--- src/shared/cfm_pkg.sv ---
// constants and types for the clock switch and fail-safe monitor
package cfm_pkg;

   // source codes
   localparam logic [2:0] SRC_HF_PLL   = 3'h0;
   localparam logic [2:0] SRC_EXT_PLL  = 3'h1;
   localparam logic [2:0] SRC_RSV_A    = 3'h2;
   localparam logic [2:0] SRC_SEC_OSC  = 3'h3;
   localparam logic [2:0] SRC_LF_OSC   = 3'h4;
   localparam logic [2:0] SRC_RSV_B    = 3'h5;
   localparam logic [2:0] SRC_HF_1M    = 3'h6;
   localparam logic [2:0] SRC_EXT_OSC  = 3'h7;

   // divider codes
   localparam logic [3:0] DIV_1        = 4'h0;
   localparam logic [3:0] DIV_4        = 4'h2;
   localparam logic [3:0] DIV_512      = 4'h9;

   // register field layout
   localparam int SRC_LSB = 4;
   localparam int SRC_MSB = 6;
   localparam int DIV_LSB = 0;
   localparam int DIV_MSB = 3;

   // apb byte offsets
   localparam logic [11:0] OFS_REQUEST = 12'h000;
   localparam logic [11:0] OFS_CURRENT = 12'h004;
   localparam logic [11:0] OFS_CTRL    = 12'h008;

   // control / status register bit positions
   localparam int CTL_HOLD_BIT  = 0;
   localparam int CTL_READY_BIT = 1;
   localparam int CTL_DONE_BIT  = 2;
   localparam int CTL_FAIL_BIT  = 3;
   localparam int CTL_IRQEN_BIT = 4;
   localparam int CTL_FSAFE_BIT = 5;
   localparam int CTL_SLEEP_BIT = 6;

   // reset values
   localparam logic       HOLD_RST  = 1'b0;
   localparam logic       IRQEN_RST = 1'b0;

   // monitor sample clock: low-frequency oscillator divided by 64
   localparam int unsigned LF_DIV_FACTOR = 64;
   localparam int unsigned LF_HALF_COUNT = LF_DIV_FACTOR / 2;

   // clock gate hold-off around the mux change, in system clock ns
   localparam int unsigned CLK_PERIOD_NS  = 8;
   localparam int unsigned GATE_TIME_NS   = 24;
   localparam int unsigned GATE_CYCLES    =
      (GATE_TIME_NS + CLK_PERIOD_NS - 1) / CLK_PERIOD_NS;

   // start-up timer default, in external clock falling edges
   localparam int unsigned OST_EDGES_DEF  = 1024;

   typedef struct packed {
      logic [2:0] src;
      logic [3:0] div;
   } cfm_sel_s;

   typedef enum logic [2:0] {
      ST_IDLE,
      ST_WAIT,
      ST_GATE,
      ST_LOCK,
      ST_SWITCH
   } cfm_state_e;

endpackage : cfm_pkg

--- src/cfm_clock_switch.sv ---
// clock source switch with fail-safe external clock monitor
// Notes on behaviour
// - pll input follows request; runs old meanwhile
// - suspend during the clock gate of every switch not done on wake or fail, and any pll relock
// - sleep before completion abandons the switch
// - wake, hold clear: new clock, done flag
// - wake, hold set: old clock, re-request
// - monitor only when enabled, external modes
// - sample clock is low oscillator over 64
// - latch set ext fall, cleared sample rise
// - fail: sample half-cycle without ext fall
// - on fail use 1 MHz internal, flag
// - interrupt when fail flag and enable
// - stay internal until new request succeeds
// - fail-safe cleared by reset, sleep, completed switch
// - external switch restarts start-up timer
// - still failed after switch-back: flag again
// - detect after start-up timer; skipped in ec
// - request: bit7 zero, source 6-4, divider 3-0
// - reserved source code selects 1 MHz internal
// - switch disabled: request ignores writes
// - divider resets 0010 for strapped 1 MHz source code
// - current register mirrors request at reset
// - source code decode per table
// - divider power of two up to 512
// - hold clear: switch on ready, update, clear
// - hold set: postpone until hold cleared/abandoned
//
// The address map and register access over APB are this design's own decisions.
module cfm_clock_switch
   import cfm_pkg::*;
#(
   parameter int unsigned OST_EDGES = cfm_pkg::OST_EDGES_DEF
)
(
   // clock and reset
   input  wire logic              i_clock,
   input  wire logic              i_sys_rst,
   // apb slave
   input  wire logic              i_psel,
   input  wire logic              i_penable,
   input  wire logic              i_pwrite,
   input  wire logic [11:0]       i_paddr,
   input  wire logic [31:0]       i_pwdata,
   output logic      [31:0]       o_prdata,
   output logic                   o_pready,
   output logic                   o_pslverr,
   // configuration straps
   input  wire logic              i_fail_monitor_en_cfg,
   input  wire logic              i_switch_enable_cfg,
   input  wire logic [2:0]        i_reset_source_cfg,
   input  wire logic              i_external_clock_mode,
   // oscillator side
   input  wire logic              i_ext_clk,
   input  wire logic              i_lf_osc_clk,
   input  wire logic [7:0]        i_osc_ready,
   input  wire logic              i_pll_lock,
   // power control
   input  wire logic              i_sleep_cmd,
   input  wire logic              i_wake,
   // system clock control
   output cfm_pkg::cfm_sel_s      o_sys_sel,
   output logic      [2:0]        o_osc_enable_src,
   output logic                   o_clk_run,
   output logic                   o_sys_suspend,
   output logic                   o_sleeping,
   output logic                   o_osc_fail_irq
);

   cfm_state_e    state_r, state_nxt;
   cfm_sel_s      req_r;
   cfm_sel_s      cur_r;
   logic          init_done_r;
   logic          hold_r, irq_en_r;
   logic          ready_r, done_r, fail_flag_r, fsafe_r;
   logic          sleep_r, fresh_r;
   logic [31:0]   prdata_r;
   logic          slverr_r;
   logic [3:0]    gate_cnt_r;
   logic          ext_d_r, lf_d_r, samp_r;
   logic [5:0]    lf_cnt_r;
   logic          det_latch_r;
   logic [15:0]   ost_cnt_r;
   logic          ost_done_r;

   // bus decode
   wire           setup_ph  = i_psel & ~i_penable;
   wire           wr_access = i_psel & i_penable & i_pwrite;
   wire           hit_req   = (i_paddr == OFS_REQUEST);
   wire           hit_cur   = (i_paddr == OFS_CURRENT);
   wire           hit_ctl   = (i_paddr == OFS_CTRL);
   wire           unmapped  = ~(hit_req | hit_cur | hit_ctl);
   // switch disabled keeps the power-on request
   wire           wr_req    = wr_access & hit_req & i_switch_enable_cfg;
   wire           wr_ctl    = wr_access & hit_ctl;

   // reserved source codes fall back to 1 MHz internal
   wire [2:0]     wr_src_raw = i_pwdata[SRC_MSB:SRC_LSB];
   wire [2:0]     wr_src     = (wr_src_raw == SRC_RSV_A ||
                                wr_src_raw == SRC_RSV_B) ?
                               SRC_HF_1M : wr_src_raw;
   // reserved divider codes clamp to 512
   wire [3:0]     wr_div_raw = i_pwdata[DIV_MSB:DIV_LSB];
   wire [3:0]     wr_div     = (wr_div_raw > DIV_512) ?
                               DIV_512 : wr_div_raw;

   // divider default follows the strapped source
   wire [3:0]     rst_div    = (i_reset_source_cfg == SRC_HF_1M) ?
                               DIV_4 : DIV_1;
   wire [2:0]     rst_src    = (i_reset_source_cfg == SRC_RSV_A ||
                                i_reset_source_cfg == SRC_RSV_B) ?
                               SRC_HF_1M : i_reset_source_cfg;

   // sources that need the external crystal or clock
   function automatic logic is_ext(input logic [2:0] s);
      is_ext = (s == SRC_EXT_OSC) || (s == SRC_EXT_PLL) ||
               (s == SRC_SEC_OSC);
   endfunction : is_ext

   function automatic logic is_pll(input logic [2:0] s);
      is_pll = (s == SRC_HF_PLL) || (s == SRC_EXT_PLL);
   endfunction : is_pll

   wire           pending   = (req_r != cur_r);
   wire           start_ok  = pending & ~sleep_r & init_done_r &
                              (~fsafe_r | fresh_r);
   // external targets wait on the start-up timer
   wire           ost_ok    = ~is_ext(req_r.src) | ost_done_r |
                              i_external_clock_mode;
   wire           src_ready = i_osc_ready[req_r.src] & ost_ok;
   // pll input change needs a fresh lock
   wire           need_lock = is_pll(req_r.src) &
                              (req_r.src != cur_r.src);
   wire           gate_done = (gate_cnt_r == 4'(GATE_CYCLES));

   // monitor edges from the sampled oscillator levels
   wire           ext_fall  = ext_d_r & ~i_ext_clk;
   wire           lf_rise   = ~lf_d_r & i_lf_osc_clk;
   wire           lf_wrap   = (lf_cnt_r == 6'(LF_HALF_COUNT - 1));
   wire           samp_rise = lf_rise & lf_wrap & ~samp_r;
   wire           samp_fall = lf_rise & lf_wrap & samp_r;
   // monitor active only after start-up, on external source
   wire           mon_on    = i_fail_monitor_en_cfg & init_done_r &
                              is_ext(cur_r.src) & ~sleep_r & ~fsafe_r &
                              (ost_done_r | i_external_clock_mode);
   // no falling external edge for a whole sample half-cycle
   wire           fail_det  = mon_on & samp_fall & ~det_latch_r &
                              ~ext_fall;

   wire           sleep_go  = i_sleep_cmd & ~sleep_r;
   wire           wake_go   = i_wake & sleep_r;
   wire           do_switch = (state_r == ST_SWITCH);
   wire           rdy_event = (state_r == ST_WAIT) & src_ready &
                              ~ready_r;

   // sequencing of a switch
   always_comb
   begin
      state_nxt = state_r;
      unique case (state_r)
         ST_IDLE:
         begin
            if (start_ok)
               state_nxt = ST_WAIT;
         end
         ST_WAIT:
         begin
            // hold keeps the old source running
            if (!pending)
               state_nxt = ST_IDLE;
            else if (src_ready && !hold_r)
               state_nxt = ST_GATE;
         end
         ST_GATE:
         begin
            if (gate_done)
               state_nxt = need_lock ? ST_LOCK : ST_SWITCH;
         end
         ST_LOCK:
         begin
            if (i_pll_lock)
               state_nxt = ST_SWITCH;
         end
         ST_SWITCH:
            state_nxt = ST_IDLE;
      endcase
      // sleep abandons any switch in progress
      if (sleep_go || sleep_r || fail_det)
         state_nxt = ST_IDLE;
   end

   always_ff @(posedge i_clock or posedge i_sys_rst)
   begin
      if (i_sys_rst)
         state_r <= ST_IDLE;
      else
         state_r <= state_nxt;
   end

   // clock held low for a few cycles while the mux moves
   always_ff @(posedge i_clock or posedge i_sys_rst)
   begin
      if (i_sys_rst)
         gate_cnt_r <= 4'h0;
      else if (state_r == ST_GATE && !gate_done)
         gate_cnt_r <= gate_cnt_r + 4'h1;
      else if (state_r != ST_GATE)
         gate_cnt_r <= 4'h0;
   end

   // request and current, loaded from straps after release
   always_ff @(posedge i_clock or posedge i_sys_rst)
   begin
      if (i_sys_rst)
      begin
         init_done_r <= 1'b0;
         req_r       <= '0;
         cur_r       <= '0;
      end
      else if (!init_done_r)
      begin
         init_done_r <= 1'b1;
         req_r       <= '{src: rst_src, div: rst_div};
         cur_r       <= '{src: rst_src, div: rst_div};
      end
      else
      begin
         if (wr_req)
            req_r <= '{src: wr_src, div: wr_div};
         // fail forces the 1 MHz internal source
         if (fail_det)
            cur_r <= '{src: SRC_HF_1M, div: DIV_1};
         // switch or wake completes the change
         else if (do_switch || (wake_go && !hold_r && !fsafe_r))
            cur_r <= req_r;
      end
   end

   // control bits written by software
   always_ff @(posedge i_clock or posedge i_sys_rst)
   begin
      if (i_sys_rst)
      begin
         hold_r   <= HOLD_RST;
         irq_en_r <= IRQEN_RST;
      end
      else if (wr_ctl)
      begin
         hold_r   <= i_pwdata[CTL_HOLD_BIT];
         irq_en_r <= i_pwdata[CTL_IRQEN_BIT];
      end
   end

   // status flags; a hardware set beats a software clear
   always_ff @(posedge i_clock or posedge i_sys_rst)
   begin
      if (i_sys_rst)
      begin
         ready_r     <= 1'b0;
         done_r      <= 1'b0;
         fail_flag_r <= 1'b0;
      end
      else
      begin
         // ready clears once the switch lands
         if (rdy_event)
            ready_r <= 1'b1;
         else if (state_nxt == ST_IDLE)
            ready_r <= 1'b0;
         // wake with hold clear reports the switch
         if (rdy_event || (wake_go && !hold_r && pending))
            done_r <= 1'b1;
         else if (wr_ctl && i_pwdata[CTL_DONE_BIT])
            done_r <= 1'b0;
         // fail sets the flag, every time it is seen
         if (fail_det)
            fail_flag_r <= 1'b1;
         else if (wr_ctl && i_pwdata[CTL_FAIL_BIT])
            fail_flag_r <= 1'b0;
      end
   end

   // fail-safe condition and fresh-request tracking
   always_ff @(posedge i_clock or posedge i_sys_rst)
   begin
      if (i_sys_rst)
      begin
         fsafe_r <= 1'b0;
         fresh_r <= 1'b0;
      end
      else
      begin
         // held until sleep or a successful new switch
         if (fail_det)
            fsafe_r <= 1'b1;
         else if (sleep_go || do_switch)
            fsafe_r <= 1'b0;
         if (fail_det || do_switch)
            fresh_r <= 1'b0;
         else if (wr_req)
            fresh_r <= 1'b1;
      end
   end

   // sleep state
   always_ff @(posedge i_clock or posedge i_sys_rst)
   begin
      if (i_sys_rst)
         sleep_r <= 1'b0;
      else if (sleep_go)
         sleep_r <= 1'b1;
      else if (wake_go)
         sleep_r <= 1'b0;
   end

   // low oscillator divided by 64 into the sample clock
   always_ff @(posedge i_clock or posedge i_sys_rst)
   begin
      if (i_sys_rst)
      begin
         ext_d_r  <= 1'b0;
         lf_d_r   <= 1'b0;
         lf_cnt_r <= 6'h00;
         samp_r   <= 1'b0;
      end
      else
      begin
         ext_d_r <= i_ext_clk;
         lf_d_r  <= i_lf_osc_clk;
         if (lf_rise)
            lf_cnt_r <= lf_wrap ? 6'h00 : lf_cnt_r + 6'h01;
         if (lf_rise && lf_wrap)
            samp_r <= ~samp_r;
      end
   end

   // detector latch; an external fall wins a tie
   always_ff @(posedge i_clock or posedge i_sys_rst)
   begin
      if (i_sys_rst)
         det_latch_r <= 1'b0;
      else if (ext_fall)
         det_latch_r <= 1'b1;
      else if (samp_rise)
         det_latch_r <= 1'b0;
   end

   // start-up timer counts external falls; restarts on reset
   // wake and each new external target
   always_ff @(posedge i_clock or posedge i_sys_rst)
   begin
      if (i_sys_rst)
      begin
         ost_cnt_r  <= 16'h0000;
         ost_done_r <= 1'b0;
      end
      else if (wake_go || (state_r == ST_IDLE && start_ok &&
                           is_ext(req_r.src) && req_r.src != cur_r.src))
      begin
         ost_cnt_r  <= 16'h0000;
         ost_done_r <= 1'b0;
      end
      else if (ext_fall && !ost_done_r && !sleep_r)
      begin
         ost_cnt_r  <= ost_cnt_r + 16'h0001;
         if (ost_cnt_r == 16'(OST_EDGES - 1))
            ost_done_r <= 1'b1;
      end
   end

   // read data captured in the setup phase, so access has no wait
   wire [31:0] ctl_word = {25'h0000000,
                           sleep_r, fsafe_r, irq_en_r,
                           fail_flag_r, done_r, ready_r, hold_r};
   wire [31:0] rd_mux   = hit_req ? {25'h0000000, req_r} :
                          hit_cur ? {25'h0000000, cur_r} :
                          hit_ctl ? ctl_word : 32'h00000000;

   always_ff @(posedge i_clock or posedge i_sys_rst)
   begin
      if (i_sys_rst)
      begin
         prdata_r <= 32'h00000000;
         slverr_r <= 1'b0;
      end
      else if (setup_ph)
      begin
         prdata_r <= rd_mux;
         slverr_r <= unmapped;
      end
   end

   assign o_prdata         = prdata_r;
   assign o_pready         = 1'b1;
   assign o_pslverr        = i_psel & i_penable & slverr_r;
   assign o_sys_sel        = cur_r;
   assign o_osc_enable_src = req_r.src;
   assign o_clk_run        = (state_r != ST_GATE) & ~sleep_r;
   // system held through the clock gate of every switch not done on wake or fail, and any pll relock
   assign o_sys_suspend    = (state_r == ST_GATE) |
                             (state_r == ST_LOCK);
   assign o_sleeping       = sleep_r;
   assign o_osc_fail_irq   = fail_flag_r & irq_en_r;

endmodule : cfm_clock_switch

--- config.mk ---
export PLATFORM = sky130hd
export DESIGN_NAME = cfm_clock_switch
export DESIGN_NICKNAME = d
export VERILOG_FILES = /design/src/shared/cfm_pkg.sv /design/src/cfm_clock_switch.sv
export SDC_FILE = /design/constraint.sdc
export NUM_CORES = 1
export LEC_CHECK = 0
export BUFFER_PORTS_ARGS = -buffer_cell sky130_fd_sc_hd__buf_2
export CORE_ASPECT_RATIO = 0.6
export CORE_MARGIN = 2
export CORE_UTILIZATION = 40
export CTS_BUF_LIST = sky130_fd_sc_hd__clkbuf_8
export CTS_CLUSTER_DIAMETER = 150
export DETAILED_ROUTE_END_ITERATION = 16
export PLACE_DENSITY = 0.72
export SETUP_SLACK_MARGIN = 0.3
export SYNTH_ARGS = -nofsm -noshare
export SYNTH_HDL_FRONTEND = slang
export SYNTH_SLANG_ARGS = --single-unit
--- constraint.sdc ---
create_clock -name i_clock -period 4.04 [get_ports i_clock]
set_clock_uncertainty 0.2 [all_clocks]
set_input_delay 0.606 -clock i_clock [delete_from_list [all_inputs] [get_ports i_clock]]
set_output_delay 0.606 -clock i_clock [all_outputs]
set_load 0.03 [all_outputs]
==> results by group, run 1 <==
Setup path
  – Crit Reg-Reg Startpoint: o_osc_enable_src[0]$_DFFE_PP0P_
  – Setup Crit Path Kind: flop to flop
  – Reg2Reg Depth: 6
  – CP startpoint: o_osc_enable_src[0]$_DFFE_PP0P_
  – Reg-to-Reg End: ready_r$_DFFE_PP0P_
  – Req. time, crit path: 4.13 ns
  – R2R Setup Slk: 1.35 ns
  – CP endpoint kind: flop
  – CP Max Fanout: 11
  – Arrival @ worst endpoint: 2.77 ns
  – Startpoint Class: flop
  – Worst setup endpoint: ready_r$_DFFE_PP0P_

Layout
  – Post-route cell area: 0.00423 sq mm
  – Ant diodes: 0
  – Most common cell after layout, fill and taps aside: dfrtp_1
  – Fin cells: 594
  – P&R area growth vs syn: 12.9%
  – Fin nets: 530
  – Final core occ: ~46%
  – Layout cells sized above 1: 20.5%
  – Most frequent cells in the layout: dfrtp_1 (65), buf_2 (64), nor2_1 (47), nand2_1 (47), conb_1 (27)
  – # fillers: 869

STA
  – Slew Limit Fails: 0
  – Setup TNS: 0 ns
  – Tmin final: 2.69 ns
  – Final Hold Vio Count: 0
  – Worst slew pin tran: around 0.76 ns
  – Final worst path period share: between 60% and 70%
  – Relative slew slack: a little under 50%
  – RSZ-0062 raised after global routing: no
  – Setup violators final: 0
  – FMAX: 372 MHz

Placed design
  – Post-Place Cell Area: 0.00404 sq mm
  – GP Congestion: 0.845
  – Detail Placement HPWL: 6230 microns
  – Placed cell count: 578
  – I/O Buffers: 64

Worst hold path
  – HP Class: input port to asynchronous set/reset pin

Flow run
  – Max-Cap Viols: 0

Routing
  – DRT Pass-1 Iters: 4
  – Total wire length: 8270 microns
  – Routed vias/inst: 4.92
  – Routed via count: 2925
  – Routed Antenna Nets: 0
  – Starting DRT DRC Count: between 200 and 250
  – Final routed DRC violation total: 0
  – WL/cell: 13.9 microns

Floorplanning
  – Initial Util: between 40% and 50%
  – I/O pins: 116
  – Area of the die: 0.0102 sq mm
  – Placeable Area: slightly above 0.009 sq mm
  – Die Span Y: 79 microns
  – Die Wd: 129 microns
  – Row Count: 27

Logic synthesis
  – YS warnings: 0
  – Synth area leaders: dfrtp_1 (43%), buf_4 (5.8%), nand2_1 (4.7%), nor2_1 (4.7%), xor2_1 (3.7%)
  – Post-synth top area cell: dfrtp_1
  – Yosys reg bits: 65
  – Post-synthesis area per instance: 9.33 sq um
  – Synthesized area: 0.00375 sq mm
  – Area share of the largest cell type after synthesis: 43.4%
  – Cell count after synthesis: 402
  – EDFF count, synth: 0
  – Ys async rst share: 100%
  – Count of cell types in the netlist: 50
  – Register area share after synthesis: 43.4%
  – Ys flop type: dfrtp_1

Clock network
  – CTS tree: built
  – Clock root buffer: clkbuf_8
  – Maximum clock path buffer count: 2
  – Post-CTS Resized: 0
  – H-tree levels: 3
  – Clk_lat worst skew: around 0.35 ns
  – Clock-pin slew on the worst setup and hold paths: 0.07 ns
  – Hold Buf Count CTS: 0
  – Cts bufs inserted: 9
  – CTS sink count: 65
  – Number of post-CTS setup repair buffers: 0

Global routing
  – Number of global-route vias before repair: 2641
  – Total global-route track usage: 17.0%
  – Gr ovfl total: 0
  – Largest net degree at the start of global routing: 48
  – First-pass GRT wire length: 13200 microns
  – Initial antenna violation count: 0

Power and ir drop
  – Power Density: 369 mW/mm^2
  – Leakage: 0.00204 uW
  – VDD IR max: 179 uV

Status
  – Status: finished, final reports clean
registers in the layout (all words and copies together) (netlist names), 3 cells and up:
register          count
ost_cnt_r            16
o_prdata              7
o_sys_sel             7
lf_cnt_r              6
gate_cnt_r            4
req_r                 4
o_osc_enable_src      3
state_r               3
cell type report:
cell class,count,area [sq um],share of cell area (%)
inverters,8,30.0,0.709
clock inverters,6,51.3,1.21
flip-flops and latches,65,1630,38.4
well taps,130,163,3.84
multi-input cells,309,1890,44.6
clock buffers,10,138,3.25
repair buffers,66,335,7.92
metal layers:
| layer | vias up | track usage, % | wire length, microns |
|---|---|---|---|
| met1 | 1386 | 25.4 | 4190 |
| met5 | - | 0 | 0 |
| li1 | 1447 | - | - |
| met3 | 4 | 5.66 | 570 |
| met2 | 88 | 22.9 | 3470 |
| met4 | 0 | 5.22 | 36 |
cells in the mapped netlist (5+ instances only):
library cell	count
nor3_1	5
nand4_1	9
inv_1	8
xnor2_1	13
a21o_1	5
xor2_1	16
nand3_1	11
mux2_2	7
o21ai_0	8
nand2_1	47
dfrtp_1	65
mux2i_1	12
nor2b_1	9
nand2b_1	7
clkbuf_1	10
a21oi_1	22
buf_4	29
and2_1	5
o31ai_1	12
nor2_1	47
cells by family after synthesis:
group | count (synthesis) | share of synthesized area (%)
AO/OA/AOI/OAI | 70 | 13.5
XOR/XNOR | 29 | 6.77
adder cells (fa/ha/maj) | 3 | 1.00
buffers and inverters | 53 | 8.74
flip-flops | 65 | 43.4
multiplexers | 19 | 5.31
other | 2 | 0.200
AND/OR/NAND/NOR | 161 | 21.1
where the power goes:
group,internal [uW],total [uW],switching (uW)
Combinational,100,271,171
Clock,293,540,247
Sequential,693,751,58.6
through the flow:
step           hold slack, ns  setup WS, ns  power (uW)
3_5_place_dp            0.265          1.19        1030
3_3_place_gp            0.256          1.29        1030
6_report               0.0323          1.35        1560
5_1_grt                0.0523          1.21        1640
2_1_floorplan           0.242          1.53         977
4_1_cts                0.0364          1.37        1580
worst max-delay path, stage by stage (launching register included):
cell	delay [ns]
dfrtp_1	0.68
mux2i_1	0.23
a32oi_2	0.22
o211ai_2	0.14
or4b_4	0.55
a2111oi_4	0.43
o31a_1	0.18
worst min-delay path by stage:
stage | start | endpoint | slack (ns) | cells past startpoint
2_1_floorplan | slverr_r$_DFFE_PP0P_ | slverr_r$_DFFE_PP0P_ | 0.24 | 2
4_1_cts | i_sys_rst | ost_cnt_r[13]$_DFFE_PP0P_ | 0.04 | 2
3_5_place_dp | o_prdata[0]$_DFFE_PP0P_ | o_prdata[0]$_DFFE_PP0P_ | 0.27 | 2
3_3_place_gp | o_prdata[2]$_DFFE_PP0P_ | o_prdata[2]$_DFFE_PP0P_ | 0.26 | 2
5_1_grt | i_sys_rst | ost_cnt_r[13]$_DFFE_PP0P_ | 0.05 | 2
6_report | i_sys_rst | ost_cnt_r[13]$_DFFE_PP0P_ | 0.03 | 2
Note: power is estimated with default switching activity, not from simulation.
==> run 2: changes to the inputs <==
clock period = 2.5 ns   (was 4.04 ns; I/O delays follow)
==> run 2 against run 1 <==
  * Power up 59%
  * Wire length up 7.9%
  * Non-clock buffer count up 22
  * First-iteration DRC count down 25%
  * Design area up 5.6%
  * Critical endpoint unchanged
  * Count of clock-buffer cells in the layout up 1
  * Combinational power up 86%
  * Utilization up 2.6 points
  * Global-route usage up 1.5 points
  * Critical path type unchanged
  * Clock power up 43%
==> results by group, run 2 (synthesis results as in run 1) <==
Worst hold path
  – HP Class: input port to flop (was input port to asynchronous set/reset pin)

Clock network
  – Clock-pin slew on the worst setup and hold paths: 0.07 ns (about the same)
  – H-tree levels: 3 (unchanged)
  – Cts bufs inserted: 9 (unchanged)
  – Clock root buffer: clkbuf_8 (unchanged)
  – CTS tree: built (unchanged)
  – Clk_lat worst skew: 0.35 ns (about the same)
  – Maximum clock path buffer count: 2 (unchanged)
  – CTS sink count: 65 (unchanged)

Floorplanning
  – Placeable Area: 0.00916 sq mm (unchanged)
  – Initial Util: 41.0% (unchanged)
  – Row Count: 27 (unchanged)
  – Die Wd: 129 microns (unchanged)
  – Die Span Y: 79 microns (unchanged)
  – I/O pins: 116 (unchanged)
  – Area of the die: 0.0102 sq mm (unchanged)

STA
  – Final Hold Vio Count: 0 (unchanged)
  – Final WS setup: 0.151 ns (was 1.35 ns)
  – FMAX: 426 MHz (was 372 MHz)
  – Final worst path period share: 93.9% (was 66.5%)
  – Tmin final: 2.35 ns (was 2.69 ns)
  – Worst slew pin tran: 0.609 ns (was 0.761 ns)
  – Relative slew slack: 58.8% (was 48.6%)
  – Setup violators final: 0 (unchanged)
  – Worst Hold Margin: 0.0819 ns (was 0.0323 ns)
  – RSZ-0062 raised after global routing: yes (was no)
  – Setup TNS: 0 ns (unchanged)
  – Slew Limit Fails: 0 (unchanged)

Global routing
  – Total global-route track usage: 18.5% (was 17.0%)
  – Gr ovfl total: 0 (unchanged)
  – Number of global-route vias before repair: 2909 (was 2641)
  – Initial antenna violation count: 0 (unchanged)
  – First-pass GRT wire length: 14500 microns (was 13200 microns)
  – Largest net degree at the start of global routing: 57 (was 48)

Routing
  – Final routed DRC violation total: 0 (unchanged)
  – WL/cell: 14.5 microns (was 13.9 microns)
  – Met2 wire len: 3890 microns (was 3470 microns)
  – Starting DRT DRC Count: 162 (was 217)
  – Routed Antenna Nets: 0 (unchanged)
  – Top layer in use: met4 (unchanged)
  – Routed via count: 3091 (was 2925)
  – Met3 WL: 469 microns (was 570 microns)
  – DRT Pass-1 Iters: 4 (unchanged)
  – Met1 wire length: 4430 microns (was 4190 microns)
  – Routed vias/inst: 5.03 (was 4.92)
  – Total wire length: 8920 microns (was 8270 microns)

Setup path
  – Arrival @ worst endpoint: 2.44 ns (was 2.77 ns)
  – WP buf/inv: 0 (unchanged)
  – Crit path max-delay family: compound AO/OA/AOI/OAI gates (unchanged)
  – CP Cell Sequence: mux2i_1 -> a32oi_2 -> o211ai_2 -> or4b_4 -> a2111oi_4 -> o31a_1 (unchanged)
  – Setup Crit Path Kind: flop to flop (unchanged)
  – Req. time, crit path: 2.59 ns (was 4.13 ns)
  – Largest stage delay, worst path: 0.56 ns (was 0.68 ns)
  – Slowest-stage cell, CP: or4b_4 (was dfrtp_1)
  – Startpoint Class: flop (unchanged)
  – CP Max Fanout: 7 (was 11)
  – CP endpoint kind: flop (unchanged)

Layout
  – # fillers: 874 (was 869)
  – Max FFs per register: 16 (unchanged)
  – Area of the multi-input gates: 0.00195 sq mm (was 0.00189 sq mm)
  – Reg with most FFs: ost_cnt_r (unchanged)
  – Ant diodes: 0 (unchanged)
  – Layout cells sized above 1: 25.2% (was 20.5%)
  – Final core occ: 48.8% (was 46.2%)
  – P&R area growth vs syn: 19.3% (was 12.9%)
  – Most frequent cells in the layout: buf_2 (64), dfrtp_1 (61), nor2_1 (47) (was dfrtp_1 (65), buf_2 (64), nor2_1 (47), nand2_1 (47), conb_1 (27))
  – Fin nets: 552 (was 530)
  – Most common cell after layout, fill and taps aside: buf_2 (was dfrtp_1)
  – Register Area: 0.00163 sq mm (about the same)

Power and ir drop
  – Leakage: 0.00215 uW (was 0.00204 uW)
  – Power Density: 556 mW/mm^2 (was 369 mW/mm^2)
  – VDD IR max: 328 uV (was 179 uV)

Placed design
  – Setup WS pre-CTS: 0.0797 ns (was 1.19 ns)
  – GP Congestion: 0.878 (was 0.845)
  – Detail Placement HPWL: 6540 microns (was 6230 microns)
  – I/O Buffers: 64 (unchanged)

Status
  – Status: finished, final reports clean (unchanged)

Flow run
  – Max-Cap Viols: 0 (unchanged)
## run 2: layout make-up
type                       count  area share [%]
multi-input combinational    309            43.5
sequential                    65            36.5
timing repair buffer          88            12.0
tap                          130            3.64
clock buffer                  11            3.39
inverter                       8           0.755
clock inverter                 3           0.252
## run 2: routing by layer
metal  track usage, %  up-vias
met2             27.5       86
met5                0        -
met1             26.2     1499
li1                 -     1492
met4             5.54        0
met3             5.46       14
## run 2: worst register-to-register path: cells and delay by family (launching register included)
family / cells / cell delay [ns]
and+or+nand+nor: 1 / 0.56
DFF: 1 / 0.48
AOI/OAI and AO/OA: 4 / 0.87
muxes: 1 / 0.18
## run 2: final timing paths
| check | from | to | slack, ns | depth (start not counted) |
|---|---|---|---|---|
| min | i_pwdata[0] | hold_r$_DFFE_PP0P_ | 0.08 | 2 |
| max in group asynchronous | i_sys_rst | o_sleeping$_DFFE_PP0P_ | 1.22 | 4 |
| min in group asynchronous | i_sys_rst | lf_cnt_r[5]$_DFFE_PP0P_ | 0.31 | 3 |
| min reg2reg | o_prdata[5]$_DFFE_PP0P_ | o_prdata[5]$_DFFE_PP0P_ | 0.27 | 2 |
| max reg2reg | o_osc_enable_src[0]$_DFFE_PP0P_ | ready_r$_DFFE_PP0P_ | 0.15 | 6 |
| max | o_osc_enable_src[0]$_DFFE_PP0P_ | ready_r$_DFFE_PP0P_ | 0.15 | 6 |
## run 2: stage by stage
| stage | total power, uW | cells | instance area, sq um |
|---|---|---|---|
| floorplan | 1590 | 427 | 3880 |
| global placement | 1680 | 591 | 4190 |
| detailed placement | 1700 | 591 | 4190 |
| CTS | 2510 | 610 | 4420 |
| global route | 2630 | 614 | 4470 |
| finish | 2490 | 614 | 4470 |
## run 2: repair_timing
action | in CTS | in global routing
hold endpoints to repair | 12 | 0
endpoints found under the setup margin | 19 | 22
pin swaps | 3 | 2
gates resized for setup | 2 | 8
hold buffers | 4 | 0
setup buffers | 1 | 4
## run 2: power breakdown
group / internal [uW] / total (uW) / switching (uW)
sequential: 1120 / 1210 / 86.6
combinational: 199 / 504 / 305
clock: 392 / 773 / 381
==> run 3: changes to the inputs <==
ABC_AREA = 1   (was unset)
PLACE_DENSITY = 0.71   (was 0.72)
==> run 3 against run 2 <==
  * Maximum frequency up 13%
  * Combinational power down 2%
  * Count of clock-buffer cells in the layout down 2
  * Hold slack worse by 0.013 ns
  * Sequential cell count unchanged
  * Cell count up 23%
  * Wire length up 10%
  * Sequential power about the same
  * Critical path depth up 6
  * Die area up 7.3%
  * Largest cell class unchanged
==> results by group, run 3 <==
Status
  – Status: finished, final reports clean (unchanged)

STA
  – Worst Hold Margin: 0.0691 ns (was 0.0819 ns)
  – Final worst path period share: 83.3% (was 93.9%)
  – RSZ-0062 raised after global routing: no (was yes)
  – Final Hold Vio Count: 0 (unchanged)
  – Tmin final: 2.08 ns (was 2.35 ns)
  – Worst slew pin tran: 0.690 ns (was 0.609 ns)
  – Setup TNS: 0 ns (unchanged)
  – Slew Limit Fails: 0 (unchanged)
  – Relative slew slack: 53.9% (was 58.8%)
  – Setup violators final: 0 (unchanged)
  – FMAX: 480 MHz (was 426 MHz)

Setup path
  – Arrival @ worst endpoint: 2.16 ns (was 2.44 ns)
  – Req. time, crit path: 2.58 ns (was 2.59 ns)
  – CP Cell Sequence: dlygate4sd3_1 -> buf_2 -> inv_1 -> nand2_1 -> o21ai_0 -> nor2_1 -> nand3_4 -> nand2_2 -> nor2_1 -> inv_2 -> o211ai_1 -> o21ai_0 (was mux2i_1 -> a32oi_2 -> o211ai_2 -> or4b_4 -> a2111oi_4 -> o31a_1)
  – Setup Crit Path Kind: input port to flop (was flop to flop)
  – CP endpoint kind: flop (unchanged)
  – Slowest-stage cell, CP: dlygate4sd3_1 (was or4b_4)
  – Startpoint Class: input port (was flop)
  – Largest stage delay, worst path: 0.51 ns (was 0.56 ns)
  – CP Max Fanout: 8 (was 7)

Global routing
  – Largest net degree at the start of global routing: 37 (was 57)
  – Total global-route track usage: 19.1% (was 18.5%)
  – Initial antenna violation count: 0 (unchanged)
  – First-pass GRT wire length: 16000 microns (was 14500 microns)
  – Gr ovfl total: 0 (unchanged)
  – Number of global-route vias before repair: 3236 (was 2909)

Logic synthesis
  – YS warnings: 0 (unchanged)
  – EDFF count, synth: 0 (unchanged)
  – Synth area leaders: dfrtp_1 (40%), nand2_1 (9.6%), inv_1 (8.1%), buf_4 (5.4%), nor2_1 (5.3%) (was dfrtp_1 (43%), buf_4 (5.8%), nand2_1 (4.7%), nor2_1 (4.7%), xor2_1 (3.7%))
  – Yosys reg bits: 65 (unchanged)
  – Top-count cell post-synth: nand2_1 (was dfrtp_1)
  – Post-synthesis area per instance: 7.44 sq um (was 9.33 sq um)
  – Register area share after synthesis: 40.3% (was 43.4%)
  – Ys flop type: dfrtp_1 (unchanged)
  – Cell count after synthesis: 542 (was 402)
  – Area share of the largest cell type after synthesis: 40.3% (was 43.4%)
  – Post-synth top area cell: dfrtp_1 (unchanged)
  – Count of cell types in the netlist: 40 (was 50)
  – Post-synth top cells: nand2_1 (103), inv_1 (87), dfrtp_1 (65) (was dfrtp_1 (65), nand2_1 (47), nor2_1 (47))
  – Ys async rst share: 100% (unchanged)
  – Synthesized area: 0.00404 sq mm (was 0.00375 sq mm)

Worst hold path
  – HP Class: input port to flop (unchanged)

Placed design
  – I/O Buffers: 64 (unchanged)
  – GP Congestion: 0.929 (was 0.878)
  – Detail Placement HPWL: 7770 microns (was 6540 microns)

Floorplanning
  – Die Span Y: 81.8 microns (was 79 microns)
  – I/O pins: 116 (unchanged)
  – Area of the die: 0.0109 sq mm (was 0.0102 sq mm)
  – Initial Util: 41.0% (about the same)
  – Die Wd: 134 microns (was 129 microns)
  – Placeable Area: 0.00984 sq mm (was 0.00916 sq mm)
  – Row Count: 28 (was 27)

Clock network
  – Clock-pin slew on the worst setup and hold paths: 0.07 ns (about the same)
  – CTS tree: built (unchanged)
  – H-tree levels: 3 (unchanged)
  – Cts bufs inserted: 9 (unchanged)
  – Clock root buffer: clkbuf_8 (unchanged)
  – CTS sink count: 65 (unchanged)
  – Clk_lat worst skew: 0.36 ns (was 0.35 ns)
  – Maximum clock path buffer count: 2 (unchanged)

Routing
  – Routed via count: 3738 (was 3091)
  – Routed Antenna Nets: 0 (unchanged)
  – DRT Pass-1 Iters: 5 (was 4)
  – WL/cell: 13.0 microns (was 14.5 microns)
  – Starting DRT DRC Count: 343 (was 162)
  – Routed vias/inst: 4.96 (was 5.03)
  – Final routed DRC violation total: 0 (unchanged)
  – Total wire length: 9820 microns (was 8920 microns)

Power and ir drop
  – Logic gate share of total power: 19.1% (was 20.3%)
  – P_int: 1730 uW (was 1710 uW)
  – Leakage: 0.00244 uW (was 0.00215 uW)
  – VDD IR max: 263 uV (was 328 uV)
  – Net Sw Frac: 33.1% (was 31.1%)
  – Sequential share of power: 46.4% (was 48.6%)
  – Psw: 855 uW (was 772 uW)
  – Clock share of power: 34.5% (was 31.1%)
  – Power Density: 554 mW/mm^2 (was 556 mW/mm^2)

Layout
  – Reg with most FFs: ost_cnt_r (unchanged)
  – Layout cells sized above 1: 18.1% (was 25.2%)
  – Most frequent cells in the layout: nand2_1 (102), inv_1 (86), buf_2 (64) (was buf_2 (64), dfrtp_1 (61), nor2_1 (47))
  – # fillers: 971 (was 874)
  – Most common cell after layout, fill and taps aside: nand2_1 (was buf_2)
  – Max FFs per register: 16 (unchanged)
  – P&R area growth vs syn: 15.5% (was 19.3%)
  – Fin nets: 685 (was 552)
  – Ant diodes: 0 (unchanged)

Flow run
  – Max-Cap Viols: 0 (unchanged)
[run 3: cell types whose count changed after synthesis, sizes merged, moves of 7 or more]
| cell | delta |
|---|---|
| nand2b | -8 |
| nor2 | +13 |
| nand3 | +26 |
| nand2 | +62 |
| o31ai | -12 |
| o21ai | +24 |
| mux2i | -12 |
| nor2b | -9 |
| nand4 | +19 |
| inv | +82 |
| clkbuf | -7 |
[run 3: logic make-up after synthesis]
kind of cell             count (synthesis)  share of synthesized area [%]
buffers and inverters                  127                           14.9
XOR/XNOR                                19                           4.12
AND/OR/NAND/NOR                        255                           29.4
flip-flops                              65                           40.3
multiplexers                             1                          0.279
AO/OA/AOI/OAI                           70                           9.80
other                                    2                          0.186
adder cells (fa/ha/maj)                  3                          0.930
[run 3: path summary, 6_finish.rpt]
| check | start | endpoint | slack (ns) | cells past startpoint |
|---|---|---|---|---|
| max in group asynchronous | i_sys_rst | o_osc_enable_src[0]$_DFFE_PP0P_ | 1.03 | 4 |
| setup / recovery | i_ext_clk | o_sys_sel[6]$_DFFE_PP0P_ | 0.42 | 12 |
| hold reg to reg | o_prdata[3]$_DFFE_PP0P_ | o_prdata[3]$_DFFE_PP0P_ | 0.28 | 2 |
| setup reg to reg | o_osc_enable_src[1]$_DFFE_PP0P_ | ost_cnt_r[6]$_DFFE_PP0P_ | 0.47 | 11 |
| min in group asynchronous | i_sys_rst | ost_cnt_r[4]$_DFFE_PP0P_ | 0.46 | 3 |
| hold / removal | i_pwdata[3] | req_r[3]$_DFFE_PP0P_ | 0.07 | 3 |
[run 3: cell type report]
cell class	count	area, sq um	share of cell area, %
clock buffers	9	124	2.66
well taps	135	169	3.63
multi-input cells	375	1920	41.1
inverters	90	342	7.33
repair buffers	73	408	8.75
flip-flops and latches	65	1630	35.0
clock inverters	7	71.3	1.53
[run 3: repair_timing]
action                                  4_1_cts  5_1_grt
endpoints found under the setup margin        0       23
resized for setup                             0        6
buffers inserted                              0        1
endpoints found under the hold margin        31        0
hold buffers                                  3        0
[run 3: layer usage]
metal  routed length [microns]  GRT usage (%)  share of wire [%]  vias up
met1                      4680           27.7                 48     1720
met4                        97           5.32               0.99        0
met5                         0              0                  0        -
met2                      4060           27.3                 41      171
met3                       991           6.23                 10        9
li1                          -              -                  -     1838
[run 3: critical path: cells and delay by family]
family / cells / cell delay (ns)
buffers and inverters: 4 / 0.79
and+or+nand+nor: 5 / 0.68
AOI/OAI and AO/OA: 3 / 0.31
[run 3: stage by stage]
step | setup WS [ns] | total power, uW | cell area [sq um] | utilization, % | cells
finish | 0.418 | 2580 | 4660 | 47.3 | 754
global route | 0.305 | 2730 | 4660 | 47.3 | 754
CTS | 0.359 | 2600 | 4630 | 47.1 | 753
detailed placement | 0.371 | 1700 | 4410 | 44.8 | 734
global placement | 0.413 | 1670 | 4410 | 44.8 | 734
floorplan | 0.361 | 1580 | 4130 | - | 567
[run 3: power by group through the flow]
stage | sequential [uW] | clock, uW | combinational [uW]
final | 1200 | 891 | 492
after global routing | 1200 | 974 | 550
after CTS | 1190 | 916 | 488
after detailed placement | 1210 | 0 | 484
after global placement | 1210 | 0 | 467
after floorplan | 1210 | 0 | 371
